File: src/design/sub_params.svh
// Register offsets, field positions, reset values and timing counts
`ifndef SUB_PARAMS_SVH
`define SUB_PARAMS_SVH
`define SUB_OFS_BDH      8'h40
`define SUB_OFS_BDL      8'h41
`define SUB_OFS_C1       8'h42
`define SUB_OFS_C2       8'h43
`define SUB_OFS_S1       8'h44
`define SUB_OFS_S2       8'h45
`define SUB_OFS_C3       8'h46
`define SUB_OFS_DATA     8'h47
`define SUB_RST_BDH      8'h00
`define SUB_RST_BDL      8'h04
`define SUB_BDH_MASK     8'hdf
`define SUB_BDH_BRKIE    7
`define SUB_BDH_RXEIE    6
`define SUB_C1_LOOPS     7
`define SUB_C1_M         4
`define SUB_C1_WAKE      3
`define SUB_C1_ILT       2
`define SUB_C1_PE        1
`define SUB_C1_PT        0
`define SUB_C2_TIE       7
`define SUB_C2_TCIE      6
`define SUB_C2_RIE       5
`define SUB_C2_ILIE      4
`define SUB_C2_TE        3
`define SUB_C2_RE        2
`define SUB_C2_RWU       1
`define SUB_C2_SBK       0
`define SUB_S2_BRKF      7
`define SUB_S2_EDGF      6
`define SUB_S2_BRK13     2
`define SUB_C3_R8        7
`define SUB_C3_T8        6
`define SUB_C3_TXINV     4
`define SUB_C3_ORIE      3
`define SUB_C3_NEIE      2
`define SUB_C3_FEIE      1
`define SUB_C3_PEIE      0
`define SUB_OVS          16
`define SUB_BRK_DET_BITS 11
`define SUB_IDLE_BITS    10
`define SUB_BRK_SHORT    10
`define SUB_BRK_LONG     13
`endif

File: src/design/sub_pkg.sv
// Types shared by the serial core
package sub_pkg;
  typedef struct packed {
    logic       wr;
    logic       rd;
    logic [7:0] addr;
    logic [7:0] wdata;
  } sub_reg_req_t;

  typedef struct packed {
    logic nine;
    logic par_en;
    logic par_odd;
    logic brk_long;
  } sub_fmt_t;

  typedef enum logic [1:0] {
    RX_IDLE  = 2'b00,
    RX_START = 2'b01,
    RX_DATA  = 2'b10,
    RX_STOP  = 2'b11
  } sub_rx_state_t;
endpackage

File: src/design/sub_baud_gen.sv
// Modulo divider producing the sixteen-per-bit sampling tick
module sub_baud_gen #(
  parameter int unsigned W = 13
) (
  input  wire logic         clk_sys,
  input  wire logic         resetn,
  input  wire logic         run,
  input  wire logic [W-1:0] divisor,
  output logic              tick
);
  logic [W-1:0] cnt_q;

  always_ff @(posedge clk_sys or negedge resetn) begin
    if (!resetn) begin
      cnt_q <= '0;
      tick  <= 1'b0;
    end else if (!run || divisor == '0) begin
      cnt_q <= '0;
      tick  <= 1'b0;
    end else if (cnt_q >= divisor - W'(1)) begin
      cnt_q <= '0;
      tick  <= 1'b1;
    end else begin
      cnt_q <= cnt_q + W'(1);
      tick  <= 1'b0;
    end
  end
endmodule

File: src/design/sub_tx.sv
// Transmit shifter with parity insertion and break frames
`include "sub_params.svh"
module sub_tx
  import sub_pkg::*;
(
  input  wire logic     clk_sys,
  input  wire logic     resetn,
  input  wire logic     tick,
  input  wire logic     enable,
  input  wire logic     buf_full,
  input  wire logic     send_brk,
  input  wire logic [8:0] buf_data,
  input  wire sub_fmt_t fmt,
  output logic          take,
  output logic          idle,
  output logic          line
);
  localparam int unsigned SHW = 15;
  logic [SHW-1:0] sh_q;
  logic [3:0]     bits_q;
  logic [3:0]     sc_q;
  logic           busy_q;
  logic [8:0]     ch;
  logic [3:0]     blen;

  always_comb begin
    ch = buf_data;
    if (!fmt.nine) begin
      ch[8] = 1'b1;
    end
    if (fmt.par_en) begin
      if (fmt.nine) begin
        ch[8] = ^buf_data[7:0] ^ fmt.par_odd;
      end else begin
        ch[7] = ^buf_data[6:0] ^ fmt.par_odd;
      end
    end
    blen = (fmt.brk_long ? 4'(`SUB_BRK_LONG) : 4'(`SUB_BRK_SHORT))
         + {3'b000, fmt.nine};
  end

  always_ff @(posedge clk_sys or negedge resetn) begin
    if (!resetn) begin
      sh_q   <= '1;
      bits_q <= 4'h0;
      sc_q   <= 4'h0;
      busy_q <= 1'b0;
      take   <= 1'b0;
    end else begin
      take <= 1'b0;
      if (!busy_q) begin
        sc_q <= 4'h0;
        if (enable && buf_full) begin
          sh_q   <= {{(SHW-10){1'b1}}, ch, 1'b0};
          bits_q <= fmt.nine ? 4'hb : 4'ha;
          busy_q <= 1'b1;
          take   <= 1'b1;
        end else if (enable && send_brk) begin
          sh_q   <= {SHW{1'b1}} << blen;
          bits_q <= blen + 4'h1;
          busy_q <= 1'b1;
        end
      end else if (tick) begin
        sc_q <= sc_q + 4'h1;
        if (sc_q == 4'hf) begin
          sh_q   <= {1'b1, sh_q[SHW-1:1]};
          bits_q <= bits_q - 4'h1;
          busy_q <= (bits_q != 4'h1);
        end
      end
    end
  end

  assign idle = !busy_q;
  assign line = busy_q ? sh_q[0] : 1'b1;
endmodule

File: src/design/sub_core.sv
// Serial core top: registers, receiver, flags and line pins
// Behaviour
// - Divisor high buffered until low write
// - High bits 4:0, low bits 7:0
// - Zero divisor stops the baud generator
// - Bit rate is clock over sixteen times divisor
// - Generator idle until first enable write
// - Break flag interrupt when its enable set
// - Edge flag interrupt when its enable set
// - Full duplex NRZ, separate transmit and receive
// - Double buffered paths, independent enables
// - Transmit empty and complete flags, irq or poll
// - Receive full and error flags may interrupt
// - Send long break, detect eleven-bit break
// - Eight or nine data bits
// - Hardware parity generate and check
// - Receiver sleep, wake on idle or address
// - Selectable transmit output polarity
// - Start, data LSB first, optional ninth, stop
`include "sub_params.svh"
module sub_core
  import sub_pkg::*;
(
  input  wire logic         clk_sys,
  input  wire logic         resetn,
  input  wire sub_reg_req_t reg_req,
  input  wire logic         rxd,
  output logic [7:0]        reg_rdata_q,
  output logic              txd_q,
  output logic              irq_q
);
  localparam int unsigned OVS = `SUB_OVS;
  localparam logic [15:0] RST_DIV = {`SUB_RST_BDH, `SUB_RST_BDL};
  localparam logic [7:0] BRK_THR = 8'(OVS * `SUB_BRK_DET_BITS - 1);

  function automatic logic sel(input sub_reg_req_t r, input logic [7:0] o);
    return r.addr == o;
  endfunction

  logic rxd_s1_q, rxd_s2_q, rx_prev_q;
  logic [7:0] bdh_q, bdl_q, c1_q, c2_q, c3_q;
  logic [12:0] divisor_q;
  logic gen_on_q, rwu_q, brk13_q;
  logic [8:0] tdata_q, rdata_q;
  logic tdre_q, tc_q, rdrf_q, idle_q, or_q, nf_q, fe_q, pf_q;
  logic brkf_q, edgf_q;
  logic wr_bdh, wr_bdl, wr_c2, wr_s2, wr_data, rd_data;
  logic tick, tx_take, tx_idle, tx_line, rx_in;
  sub_fmt_t fmt;

  assign wr_bdh  = reg_req.wr && sel(reg_req, `SUB_OFS_BDH);
  assign wr_bdl  = reg_req.wr && sel(reg_req, `SUB_OFS_BDL);
  assign wr_c2   = reg_req.wr && sel(reg_req, `SUB_OFS_C2);
  assign wr_s2   = reg_req.wr && sel(reg_req, `SUB_OFS_S2);
  assign wr_data = reg_req.wr && sel(reg_req, `SUB_OFS_DATA);
  assign rd_data = reg_req.rd && sel(reg_req, `SUB_OFS_DATA);
  assign fmt = '{nine: c1_q[`SUB_C1_M], par_en: c1_q[`SUB_C1_PE],
                 par_odd: c1_q[`SUB_C1_PT], brk_long: brk13_q};

  // Pin synchroniser
  always_ff @(posedge clk_sys or negedge resetn) begin
    if (!resetn) begin
      rxd_s1_q <= 1'b1;
      rxd_s2_q <= 1'b1;
    end else begin
      rxd_s1_q <= rxd;
      rxd_s2_q <= rxd_s1_q;
    end
  end

  assign rx_in = c1_q[`SUB_C1_LOOPS] ? txd_q : rxd_s2_q;

  // Baud divisor
  always_ff @(posedge clk_sys or negedge resetn) begin
    if (!resetn) begin
      bdh_q     <= `SUB_RST_BDH;
      bdl_q     <= `SUB_RST_BDL;
      divisor_q <= RST_DIV[12:0];
    end else if (wr_bdh) begin
      bdh_q <= reg_req.wdata & `SUB_BDH_MASK;
    end else if (wr_bdl) begin
      bdl_q     <= reg_req.wdata;
      divisor_q <= {bdh_q[4:0], reg_req.wdata};
    end
  end

  // Control registers
  always_ff @(posedge clk_sys or negedge resetn) begin
    if (!resetn) begin
      c1_q     <= 8'h00;
      c2_q     <= 8'h00;
      c3_q     <= 8'h00;
      brk13_q  <= 1'b0;
      gen_on_q <= 1'b0;
    end else begin
      if (reg_req.wr && sel(reg_req, `SUB_OFS_C1)) begin
        c1_q <= reg_req.wdata;
      end
      if (reg_req.wr && sel(reg_req, `SUB_OFS_C3)) begin
        c3_q <= reg_req.wdata & 8'h7f;
      end
      if (wr_s2) begin
        brk13_q <= reg_req.wdata[`SUB_S2_BRK13];
      end
      if (wr_c2) begin
        c2_q <= reg_req.wdata;
        if (reg_req.wdata[`SUB_C2_TE] || reg_req.wdata[`SUB_C2_RE]) begin
          gen_on_q <= 1'b1;
        end
      end
    end
  end

  sub_baud_gen #(.W(13)) u_baud (
    .clk_sys (clk_sys),
    .resetn  (resetn),
    .run     (gen_on_q),
    .divisor (divisor_q),
    .tick    (tick)
  );

  // Transmit holding buffer
  always_ff @(posedge clk_sys or negedge resetn) begin
    if (!resetn) begin
      tdata_q <= 9'h000;
      tdre_q  <= 1'b1;
      tc_q    <= 1'b1;
    end else begin
      if (wr_data) begin
        tdata_q <= {c3_q[`SUB_C3_T8], reg_req.wdata};
      end
      tdre_q <= !wr_data && (tx_take || tdre_q);
      tc_q   <= tx_idle && tdre_q && !wr_data;
    end
  end

  sub_tx u_tx (
    .clk_sys  (clk_sys),
    .resetn   (resetn),
    .tick     (tick),
    .enable   (c2_q[`SUB_C2_TE]),
    .buf_full (!tdre_q),
    .send_brk (c2_q[`SUB_C2_SBK]),
    .buf_data (tdata_q),
    .fmt      (fmt),
    .take     (tx_take),
    .idle     (tx_idle),
    .line     (tx_line)
  );

  always_ff @(posedge clk_sys or negedge resetn) begin
    if (!resetn) begin
      txd_q <= 1'b1;
    end else begin
      txd_q <= tx_line ^ c3_q[`SUB_C3_TXINV];
    end
  end

  // Receiver
  sub_rx_state_t st_q;
  logic [3:0] sc_q, bc_q;
  logic [1:0] smp_q;
  logic [8:0] rsh_q;
  logic noise_q, maj, mid, rx_done, msb, par_bad, accept, addr_wake;
  logic [8:0] rch;
  logic [7:0] idle_cnt_q, low_cnt_q, idle_thr;
  logic idle_arm_q, idle_hit, brk_hit, edge_hit;

  assign maj = (smp_q[0] & smp_q[1]) | (smp_q[0] & rx_in)
             | (smp_q[1] & rx_in);
  assign mid = tick && sc_q == 4'h9;
  assign rx_done = mid && st_q == RX_STOP;
  assign rch = c1_q[`SUB_C1_M] ? rsh_q : {1'b0, rsh_q[8:1]};
  assign msb = c1_q[`SUB_C1_M] ? rch[8] : rch[7];
  assign par_bad = c1_q[`SUB_C1_PE]
                 && ((^rch) != c1_q[`SUB_C1_PT]);
  assign addr_wake = rwu_q && c1_q[`SUB_C1_WAKE] && msb;
  assign accept = rx_done && (!rwu_q || addr_wake);

  always_ff @(posedge clk_sys or negedge resetn) begin
    if (!resetn) begin
      st_q    <= RX_IDLE;
      sc_q    <= 4'h0;
      bc_q    <= 4'h0;
      smp_q   <= 2'b11;
      rsh_q   <= 9'h000;
      noise_q <= 1'b0;
    end else if (!c2_q[`SUB_C2_RE]) begin
      st_q <= RX_IDLE;
    end else if (tick) begin
      sc_q <= sc_q + 4'h1;
      if (sc_q == 4'h7) begin
        smp_q[0] <= rx_in;
      end
      if (sc_q == 4'h8) begin
        smp_q[1] <= rx_in;
      end
      if (sc_q == 4'h9 && (smp_q[0] != smp_q[1] || smp_q[1] != rx_in)) begin
        noise_q <= 1'b1;
      end
      unique case (st_q)
        RX_IDLE: begin
          sc_q    <= 4'h1;
          noise_q <= 1'b0;
          if (!rx_in) begin
            st_q <= RX_START;
          end else begin
            sc_q <= 4'h0;
          end
        end
        RX_START: begin
          if (sc_q == 4'h9 && maj) begin
            st_q <= RX_IDLE;
          end else if (sc_q == 4'hf) begin
            st_q <= RX_DATA;
            bc_q <= 4'h0;
          end
        end
        RX_DATA: begin
          if (sc_q == 4'h9) begin
            rsh_q <= {maj, rsh_q[8:1]};
          end
          if (sc_q == 4'hf) begin
            bc_q <= bc_q + 4'h1;
            if (bc_q == (c1_q[`SUB_C1_M] ? 4'h8 : 4'h7)) begin
              st_q <= RX_STOP;
            end
          end
        end
        RX_STOP: begin
          if (sc_q == 4'h9) begin
            st_q <= RX_IDLE;
          end
        end
      endcase
    end
  end

  // Idle line and break counters
  assign idle_thr = c1_q[`SUB_C1_M] ? 8'(OVS * (`SUB_IDLE_BITS + 1) - 1)
                                     : 8'(OVS * `SUB_IDLE_BITS - 1);
  assign idle_hit = tick && rx_in && idle_arm_q && idle_cnt_q == idle_thr;
  assign brk_hit = tick && !rx_in && low_cnt_q == BRK_THR;
  assign edge_hit = rx_prev_q && !rx_in && c2_q[`SUB_C2_RE];

  always_ff @(posedge clk_sys or negedge resetn) begin
    if (!resetn) begin
      idle_cnt_q <= 8'h00;
      low_cnt_q  <= 8'h00;
      idle_arm_q <= 1'b0;
      rx_prev_q  <= 1'b1;
    end else begin
      rx_prev_q <= rx_in;
      if (rx_done) begin
        idle_arm_q <= 1'b1;
      end else if (idle_hit) begin
        idle_arm_q <= 1'b0;
      end
      if (tick) begin
        if (!rx_in || (c1_q[`SUB_C1_ILT] && rx_done)) begin
          idle_cnt_q <= 8'h00;
        end else if (idle_cnt_q != idle_thr + 8'h01) begin
          idle_cnt_q <= idle_cnt_q + 8'h01;
        end
        if (rx_in) begin
          low_cnt_q <= 8'h00;
        end else if (low_cnt_q != BRK_THR + 8'h01) begin
          low_cnt_q <= low_cnt_q + 8'h01;
        end
      end
    end
  end

  // Receive buffer and status flags
  always_ff @(posedge clk_sys or negedge resetn) begin
    if (!resetn) begin
      rdata_q <= 9'h000;
      rdrf_q  <= 1'b0;
      or_q    <= 1'b0;
      nf_q    <= 1'b0;
      fe_q    <= 1'b0;
      pf_q    <= 1'b0;
      idle_q  <= 1'b0;
      rwu_q   <= 1'b0;
      brkf_q  <= 1'b0;
      edgf_q  <= 1'b0;
    end else begin
      if (accept && !rdrf_q) begin
        rdata_q <= rch;
      end
      rdrf_q <= (accept && !rdrf_q) || (rdrf_q && !rd_data);
      or_q   <= (accept && rdrf_q) || (or_q && !rd_data);
      nf_q   <= (accept && !rdrf_q && noise_q) || (nf_q && !rd_data);
      fe_q   <= (accept && !rdrf_q && !maj) || (fe_q && !rd_data);
      pf_q   <= (accept && !rdrf_q && par_bad) || (pf_q && !rd_data);
      idle_q <= (idle_hit && !rwu_q) || (idle_q && !rd_data);
      if (wr_c2) begin
        rwu_q <= reg_req.wdata[`SUB_C2_RWU];
      end else if (addr_wake && rx_done
                   || idle_hit && !c1_q[`SUB_C1_WAKE]) begin
        rwu_q <= 1'b0;
      end
      brkf_q <= brk_hit
             || (brkf_q && !(wr_s2 && reg_req.wdata[`SUB_S2_BRKF]));
      edgf_q <= edge_hit
             || (edgf_q && !(wr_s2 && reg_req.wdata[`SUB_S2_EDGF]));
    end
  end

  // Read data and interrupt request
  always_ff @(posedge clk_sys or negedge resetn) begin
    if (!resetn) begin
      reg_rdata_q <= 8'h00;
      irq_q       <= 1'b0;
    end else begin
      irq_q <= (c2_q[`SUB_C2_TIE] && tdre_q)
            || (c2_q[`SUB_C2_TCIE] && tc_q)
            || (c2_q[`SUB_C2_RIE] && rdrf_q)
            || (c2_q[`SUB_C2_ILIE] && idle_q)
            || (c3_q[`SUB_C3_ORIE] && or_q)
            || (c3_q[`SUB_C3_NEIE] && nf_q)
            || (c3_q[`SUB_C3_FEIE] && fe_q)
            || (c3_q[`SUB_C3_PEIE] && pf_q)
            || (bdh_q[`SUB_BDH_BRKIE] && brkf_q)
            || (bdh_q[`SUB_BDH_RXEIE] && edgf_q);
      if (reg_req.rd) begin
        unique case (reg_req.addr)
          `SUB_OFS_BDH:  reg_rdata_q <= bdh_q;
          `SUB_OFS_BDL:  reg_rdata_q <= bdl_q;
          `SUB_OFS_C1:   reg_rdata_q <= c1_q;
          `SUB_OFS_C2:   reg_rdata_q <= {c2_q[7:2], rwu_q, c2_q[0]};
          `SUB_OFS_S1:   reg_rdata_q <= {tdre_q, tc_q, rdrf_q, idle_q,
                                         or_q, nf_q, fe_q, pf_q};
          `SUB_OFS_S2:   reg_rdata_q <= {brkf_q, edgf_q, 3'b000, brk13_q,
                                         2'b00};
          `SUB_OFS_C3:   reg_rdata_q <= {rdata_q[8], c3_q[6:0]};
          `SUB_OFS_DATA: reg_rdata_q <= rdata_q[7:0];
          default:       reg_rdata_q <= 8'h00;
        endcase
      end
    end
  end
endmodule

File: config.mk
export PLATFORM = sky130hd
export DESIGN_NAME = sub_core
export DESIGN_NICKNAME = d
export VERILOG_FILES = /design/src/design/sub_pkg.sv /design/src/design/sub_baud_gen.sv /design/src/design/sub_tx.sv /design/src/design/sub_core.sv
export VERILOG_INCLUDE_DIRS = /design/src /design/src/design
export SDC_FILE = /design/constraint.sdc
export NUM_CORES = 1
export LEC_CHECK = 0
export ABC_AREA = 1
export BUFFER_PORTS_ARGS = -buffer_cell sky130_fd_sc_hd__buf_2
export CAP_MARGIN = 40
export CORE_UTILIZATION = 40
export CTS_CLUSTER_SIZE = 30
export DETAILED_ROUTE_END_ITERATION = 10
export PLACE_DENSITY_LB_ADDON = 0.08
export SLEW_MARGIN = 20
export SYNTH_ARGS = -nofsm -noshare
export SYNTH_HDL_FRONTEND = slang
export SYNTH_SLANG_ARGS = --single-unit
File: constraint.sdc
create_clock -name clk_sys -period 5.41 [get_ports clk_sys]
set_input_delay 0.8115 -clock clk_sys [delete_from_list [all_inputs] [get_ports clk_sys]]
set_output_delay 0.8115 -clock clk_sys [all_outputs]
set_load 0.1 [all_outputs]
==> metrics.md, run 1 <==
| Metric | Value |
|---|---|
| Initial DRC count | between 400 and 500 |
| Final Wtd Congestion | ~0.87 |
| H-tree levels | 4 |
| Crit path cell chain | inv_1, ha_1, nand3_1, nor3_4, nand2_1, nor2_1, nor2_1, ha_1, nand2_1, nor4b_1, nand4_1, nand3_1, nand2_1, inv_1 |
| Chip Height | 152 um |
| Crit path kind | reg -> reg |
| WP data arrival | around 3.5 ns |
| I/O Pins | 31 |
| Clk sinks | ~160 |
| Sequential share of power | a little under half |
| CTS Buf Count | 17 |
| Worst-Margin Slew | 0.743 ns |
| Resize count post-CTS | 0 |
| Area leader, netlist | dfrtp_1 |
| Clk buf depth | 2 |
| CP max stage cell | nand3_1 |
| Initial antenna violation count | 0 |
| Root buf cell | clkbuf_16 |
| Final Cycle Share | 57.0% |
| Clk pwr share | 45.5% |
| CP peak stage delay | between 0.4 and 0.5 ns |
| Tot Pwr | 2.73 mW |
| IO buf count | 30 |
| Fmax | between 0.3 and 0.4 GHz |
| Ranking of synthesized cells by area | dfrtp_1 39%, nand2_1 14%, o21ai_0 8.6%, dfstp_2 7.0%, inv_1 5.7% |
| Avg Synthesized Cell Area | approximately 7.8 um^2 |
| Die width | 152 um |
| Rows | 54 |
| Netlist Area Pre-Place | between 8000 and 9000 um^2 |
| Residual DRC | 0 |
| Largest net degree at the start of global routing | 60 |
| First-pass GRT wire length | ~36,000 um |
| ANT nets after route | 0 |
| Synth Warn # | 0 |
| Wirelength, routed | about 22,000 um |
| Post-synth top area share | between 30% and 40% |
| Worst R2R End | u_baud.tick |
| Area after DPL | between 9000 and 10,000 um^2 |
| Vias in the first global route | around 6,900 |
| Final Util | approximately 45% |
| Min Clock Period, post-route | between 3 and 4 ns |
| Int Pwr | about 2.0 mW |
| Worst hold path type | in -> async |
| Hold_buf cts | 0 |
| Final instance area | 9950 um^2 |
| Startpoint Class | flop |
| Crit. End Element | flop |
| Vias post-DR | around 7,400 |
| Slew HR | between 50% and 60% |
| Die ar. | 23,000 um^2 |
| FF-to-FF Start | bdl_q[0] |
| CTS tree | done |
| Count of final hold-check violations | 0 |
| Post-synthesis cell count | approximately 1,100 |
| Initial Util | roughly two fifths |
| Number of nets in the layout | about 1,200 |
| Net switching power | 0.686 mW |
| Switching part of the total power | 25.1% |
| Worst EP required | 5.78 ns |
| Grt ovf | 0 |
| Worst-path clk slew | 0.06 ns |
| Final HPWL DP | ~17,000 um |
| FFs w/ async S/R, synth | 100% |
| Logic pwr share | between 7 and 8% |
| Sequential area share after synthesis | between 40% and 50% |
| Seq cells post-synth | about 160 |
| Ys flop type | dfrtp_1 |
| First-pass iteration count of the detailed router | 5 |
| P per Cell Area | ~270 nW/um^2 |
| Pins over their slew limit | 0 |
| TNS Setup | 0 ns |
| Worst-skew pair later-pin latency | between 0.4 and 0.5 ns |
| Routed len/inst | ~15 um |
| Number of enable flip-flop cells after synthesis | 0 |
| Setup violators final | 0 |
| Outcome | finished, final reports clean |
| Pleak | between 4 and 5 nW |
| Cell variety after synth | 49 |
| RSZ-0062 raised after global routing | false |
| Total of max-cap violations | 0 |
| Worst VDD drop | between 100 and 150 uV |
| Inserted Diodes | 0 |
| Area Overhead vs Synth | 11.2% |
| Vias per cell | between 5 and 6 |
| Reg2reg setup slack | between 2 and 2.5 ns |
| R2R cell count | 14 |
| Post-synth net total | around 1,200 |
| Share of cells above drive strength 1 | 9.95% |
| Clk_skew | between 0.01 and 0.015 ns |
| Worst-path fanout max | 14 |
| Worst path most repeated cell | nand2_1 |
| Core area | 21,900 um^2 |
| GRT Total Usage | between 20% and 30% |
| Post-CTS Setup Repair Bufs | 0 |
-- cells in the final DEF, fill, tap and decap left out, types with 13 or more instances in the layout --
master       n
a21oi_1     28
xor2_1      20
inv_1      136
o22ai_1     13
nand2_1    327
ha_1        33
buf_2       29
o21ai_0    153
clkbuf_16   20
nand3_1     60
nor3_1      31
dfrtp_1    140
dfstp_2     24
nor2_1      69
-- kinds of logic (layout without fill, tap and decap cells) --
logic type,after synthesis,count (layout),synth area share (%)
AOI/OAI and AO/OA,228,228,13.9
xor gates and xnor gates,26,26,2.54
adders and majority gates,33,33,4.61
buffers and inverters,168,208,7.48
DFF,164,164,46.2
muxes,1,1,0.126
and+or+nand+nor,526,526,25.2
-- through the flow --
stage,hold WS (ns),setup WS (ns),std cells
floorplan,0.345,2.86,1146
global placement,0.347,2.47,1434
detailed placement,0.348,2.38,1434
CTS,0.358,2.32,1466
global route,0.358,1.96,1466
finish,0.345,2.33,1466
-- routing by layer --
layer,part of all wire (%),track usage (%)
met1,49,28.9
met2,45,32.3
met3,4.6,3.80
met4,1.7,6.73
met5,0,0
-- worst max-delay path, delay by kind of cell (launching register included) --
family                   cells  cell delay (ns)
adder cells (fa/ha/maj)      2             0.54
buffers and inverters        2             0.26
flip-flops                   1             0.36
AND/OR/NAND/NOR             10             1.86
-- worst max path at each step --
stage	start	slack, ns	endpoint	cells past startpoint
2_1_floorplan	bdl_q[0]	2.86	u_baud.cnt_q[11]	14
3_3_place_gp	bdl_q[0]	2.47	u_baud.cnt_q[11]	13
3_5_place_dp	bdl_q[0]	2.38	u_baud.tick	14
4_1_cts	bdl_q[0]	2.32	u_baud.tick	14
5_1_grt	bdl_q[0]	1.96	u_baud.tick	14
6_report	bdl_q[0]	2.33	u_baud.tick	14
-- flip-flops by register name, summed over array words and instances (netlist names), 7 cells and up --
register	count
bdh_q	7
bdl_q	7
c1_q	8
c2_q	7
c3_q	7
idle_cnt_q	8
low_cnt_q	8
rdata_q	9
reg_rdata_q	8
rsh_q	9
tdata_q	9
u_baud.cnt_q	13
u_tx.sh_q	15
-- power by group through the flow --
stage	Sequential (mW)	Clock (mW)	Combinational (mW)
2_1_floorplan	1.33	0	0.102
3_3_place_gp	1.31	0	0.199
3_5_place_dp	1.31	0	0.199
4_1_cts	1.29	1.28	0.200
5_1_grt	1.29	1.32	0.225
6_report	1.29	1.24	0.197
-- area by class of cell --
class,instances,area [um^2]
fill,2232,11900
multi-input combinational,814,4150
sequential,164,4130
inverter,143,539
clock buffer,22,518
tap,280,350
timing repair buffer,33,179
clock inverter,10,87.6
-- cells in the mapped netlist, types with 2 or more instances --
library cell / n
clkinv_1: 2
a211oi_1: 2
o21ai_0: 153
ha_1: 33
nor2_2: 7
or2_1: 2
o211ai_1: 7
o31ai_1: 4
buf_2: 13
buf_6: 2
nor3_4: 2
a221oi_1: 2
o21bai_1: 3
nor3_1: 31
nor2_1: 69
xor2_1: 20
nand2_1: 327
dfrtp_1: 140
o21ai_2: 2
nor3_2: 3
inv_2: 4
nand3_1: 60
a21oi_1: 28
nand2_2: 5
nor2_4: 2
a31oi_1: 5
inv_1: 136
dfstp_2: 24
a22oi_1: 3
o22ai_1: 13
clkbuf_1: 8
nand4_1: 12
xnor2_1: 6
Power figures use the tool's default switching activity.
==> inputs of run 2 (changes only) <==
clock period = 3.1 ns   (was 5.41 ns; I/O delays follow)
==> run 2 against run 1 <==
Worst setup slack got worse by 2.0 ns. Via count is 1.0% higher. Power up 74%. Clock skew shrank 0.0037 ns. Routed wire length rose by 0.48%. First-iteration DRC count fell by 4.8%.
==> metrics.md, run 2 (synthesized netlist as in run 1, its figures left out) <==
| Metric | Value |
|---|---|
| Outcome | finished, final reports clean |
| Number of nets in the layout | between 1,000 and 1,500 |
| Core area | ~22,000 um^2 |
| Final Wtd Congestion | between 0.8 and 0.9 |
| GRT Total Usage | 21.0% |
| Fill cell count | 2,218 |
| Fmax | ~0.36 GHz |
| Die width | 152 um |
| CP peak stage delay | around 0.38 ns |
| Share of cells above drive strength 1 | between 10% and 20% |
| Clk buf depth | 2 |
| TNS Setup | 0 ns |
| Reg with most FFs | u_tx.sh_q |
| Rows | between 50 and 60 |
| Most frequent cells in the layout | 327 x nand2_1, 153 x o21ai_0, 140 x dfrtp_1 |
| IO buf count | 30 |
| CTS Buf Count | 17 |
| Reg2reg setup slack | roughly 0.32 ns |
| First-pass iteration count of the detailed router | 5 |
| Chip Height | approximately 150 um |
| Routed len/inst | 15.3 um |
| CP max stage cell | dfrtp_1 |
| First-pass GRT wire length | ~37,000 um |
| Wirelength, routed | 22,500 um |
| Crit. End Element | flop |
| Final instance area | about 10,000 um^2 |
| I/O Pins | 31 |
| Min Clock Period, post-route | 2.78 ns |
| Count of final hold-check violations | 0 |
| Worst EP required | ~3.5 ns |
| Startpoint Class | flop |
| Crit path cell chain | nor2_2, nand4_1, nor3_1, nand3_1, nor2_1, xor2_1, inv_1, ha_1, nand2_1, nor4b_2, nand4_1, nand3_1, buf_4, nand2_1, inv_1 |
| Largest net degree at the start of global routing | 69 |
| Vias in the first global route | roughly 7,200 |
| Die ar. | ~23,000 um^2 |
| Worst hold path type | in -> async |
| Clk_skew | about 0.0075 ns |
| Commonest non-fill, non-tap cell in the layout | nand2_1 |
| Grt ovf | 0 |
| Inserted Diodes | 0 |
| Area Overhead vs Synth | 12.0% |
| Setup violators final | 0 |
| Slew HR | just under 50% |
| Initial Util | slightly above 40% |
| Worst R2R End | u_baud.tick |
| Initial DRC count | ~440 |
| RSZ-0062 raised after global routing | false |
| CTS tree | done |
| Total of max-cap violations | 0 |
| Vias post-DR | ~7,500 |
| Vias per cell | between 5 and 6 |
| Final Cycle Share | roughly nine tenths |
| Pleak | 4.74 nW |
| Multi-input gate area | between 4000 and 5000 um^2 |
| Worst-path clk slew | about 0.06 ns |
| Initial antenna violation count | 0 |
| Number of flip-flops in the largest register | 15 |
| Biggest regs | u_tx.sh_q (15), u_baud.cnt_q (13) |
| Final HPWL DP | between 15,000 and 20,000 um |
| Pins over their slew limit | 0 |
| ANT nets after route | 0 |
| FF/Latch Area | roughly 4100 um^2 |
| P per Cell Area | roughly 470 nW/um^2 |
| Clk sinks | 164 |
| Final Util | a little under half |
| Worst-Margin Slew | around 0.75 ns |
| H-tree levels | 4 |
| Residual DRC | 0 |
| Crit path kind | reg -> reg |
| FF-to-FF Start | bdl_q[3] |
| Worst-skew pair later-pin latency | around 0.43 ns |
| R2R cell count | 15 |
| Root buf cell | clkbuf_16 |
| WP data arrival | roughly 3.2 ns |
| Worst-path fanout max | 14 |
| Area after DPL | about 9400 um^2 |
| Worst VDD drop | roughly 260 uV |
[run 2: per-layer routing]
layer  part of all wire [%]  track usage, %  up-vias
met2                     45            33.0      107
met1                     51            29.9     3556
met5                      0               0        -
li1                       -               -     3800
met3                    3.4            3.95       14
met4                    1.0            4.70        0
[run 2: repair_timing]
| action | in CTS | in global routing |
|---|---|---|
| setup endpoints to repair | 0 | 14 |
| hold buffers | 0 | 0 |
| gates resized for setup | 0 | 1 |
| setup buffers | 0 | 2 |
[run 2: how the worst max path moves through the flow]
| stage | startpoint | to | depth (start not counted) |
|---|---|---|---|
| after floorplan | bdl_q[0] | u_baud.cnt_q[11] | 14 |
| after global placement | bdl_q[0] | u_baud.cnt_q[0] | 14 |
| after detailed placement | bdl_q[0] | u_baud.tick | 15 |
| after CTS | bdl_q[0] | u_baud.tick | 15 |
| after global routing | bdl_q[3] | u_baud.tick | 15 |
| final | bdl_q[3] | u_baud.tick | 15 |
[run 2: area by class of cell]
type	count	share of cell area, %
clock buffer	20	4.56
clock inverter	12	1.29
inverter	143	5.38
multi-input combinational	814	41.4
sequential	164	41.2
tap	280	3.49
timing repair buffer	41	2.63
[run 2: through the flow]
stage	total power [mW]	hold slack (ns)	instances	setup WS (ns)
floorplan	2.49	0.169	1146	0.550
global placement	2.64	0.349	1440	0.410
detailed placement	2.64	0.348	1440	0.307
CTS	4.79	0.0668	1472	0.304
global route	4.93	0.0953	1474	0.00651
finish	4.74	0.0332	1474	0.321
[run 2: worst max-delay path, delay by kind of cell (launching register included)]
kind	cells	cell delay (ns)
buffers and inverters	3	0.30
adders and majority gates	1	0.26
and+or+nand+nor	10	1.61
xor gates and xnor gates	1	0.15
DFF	1	0.38
[run 2: where the power goes]
group / switching (mW) / internal (mW)
clock network: 0.906 / 1.23
registers: 0.0501 / 2.20
logic: 0.255 / 0.0967
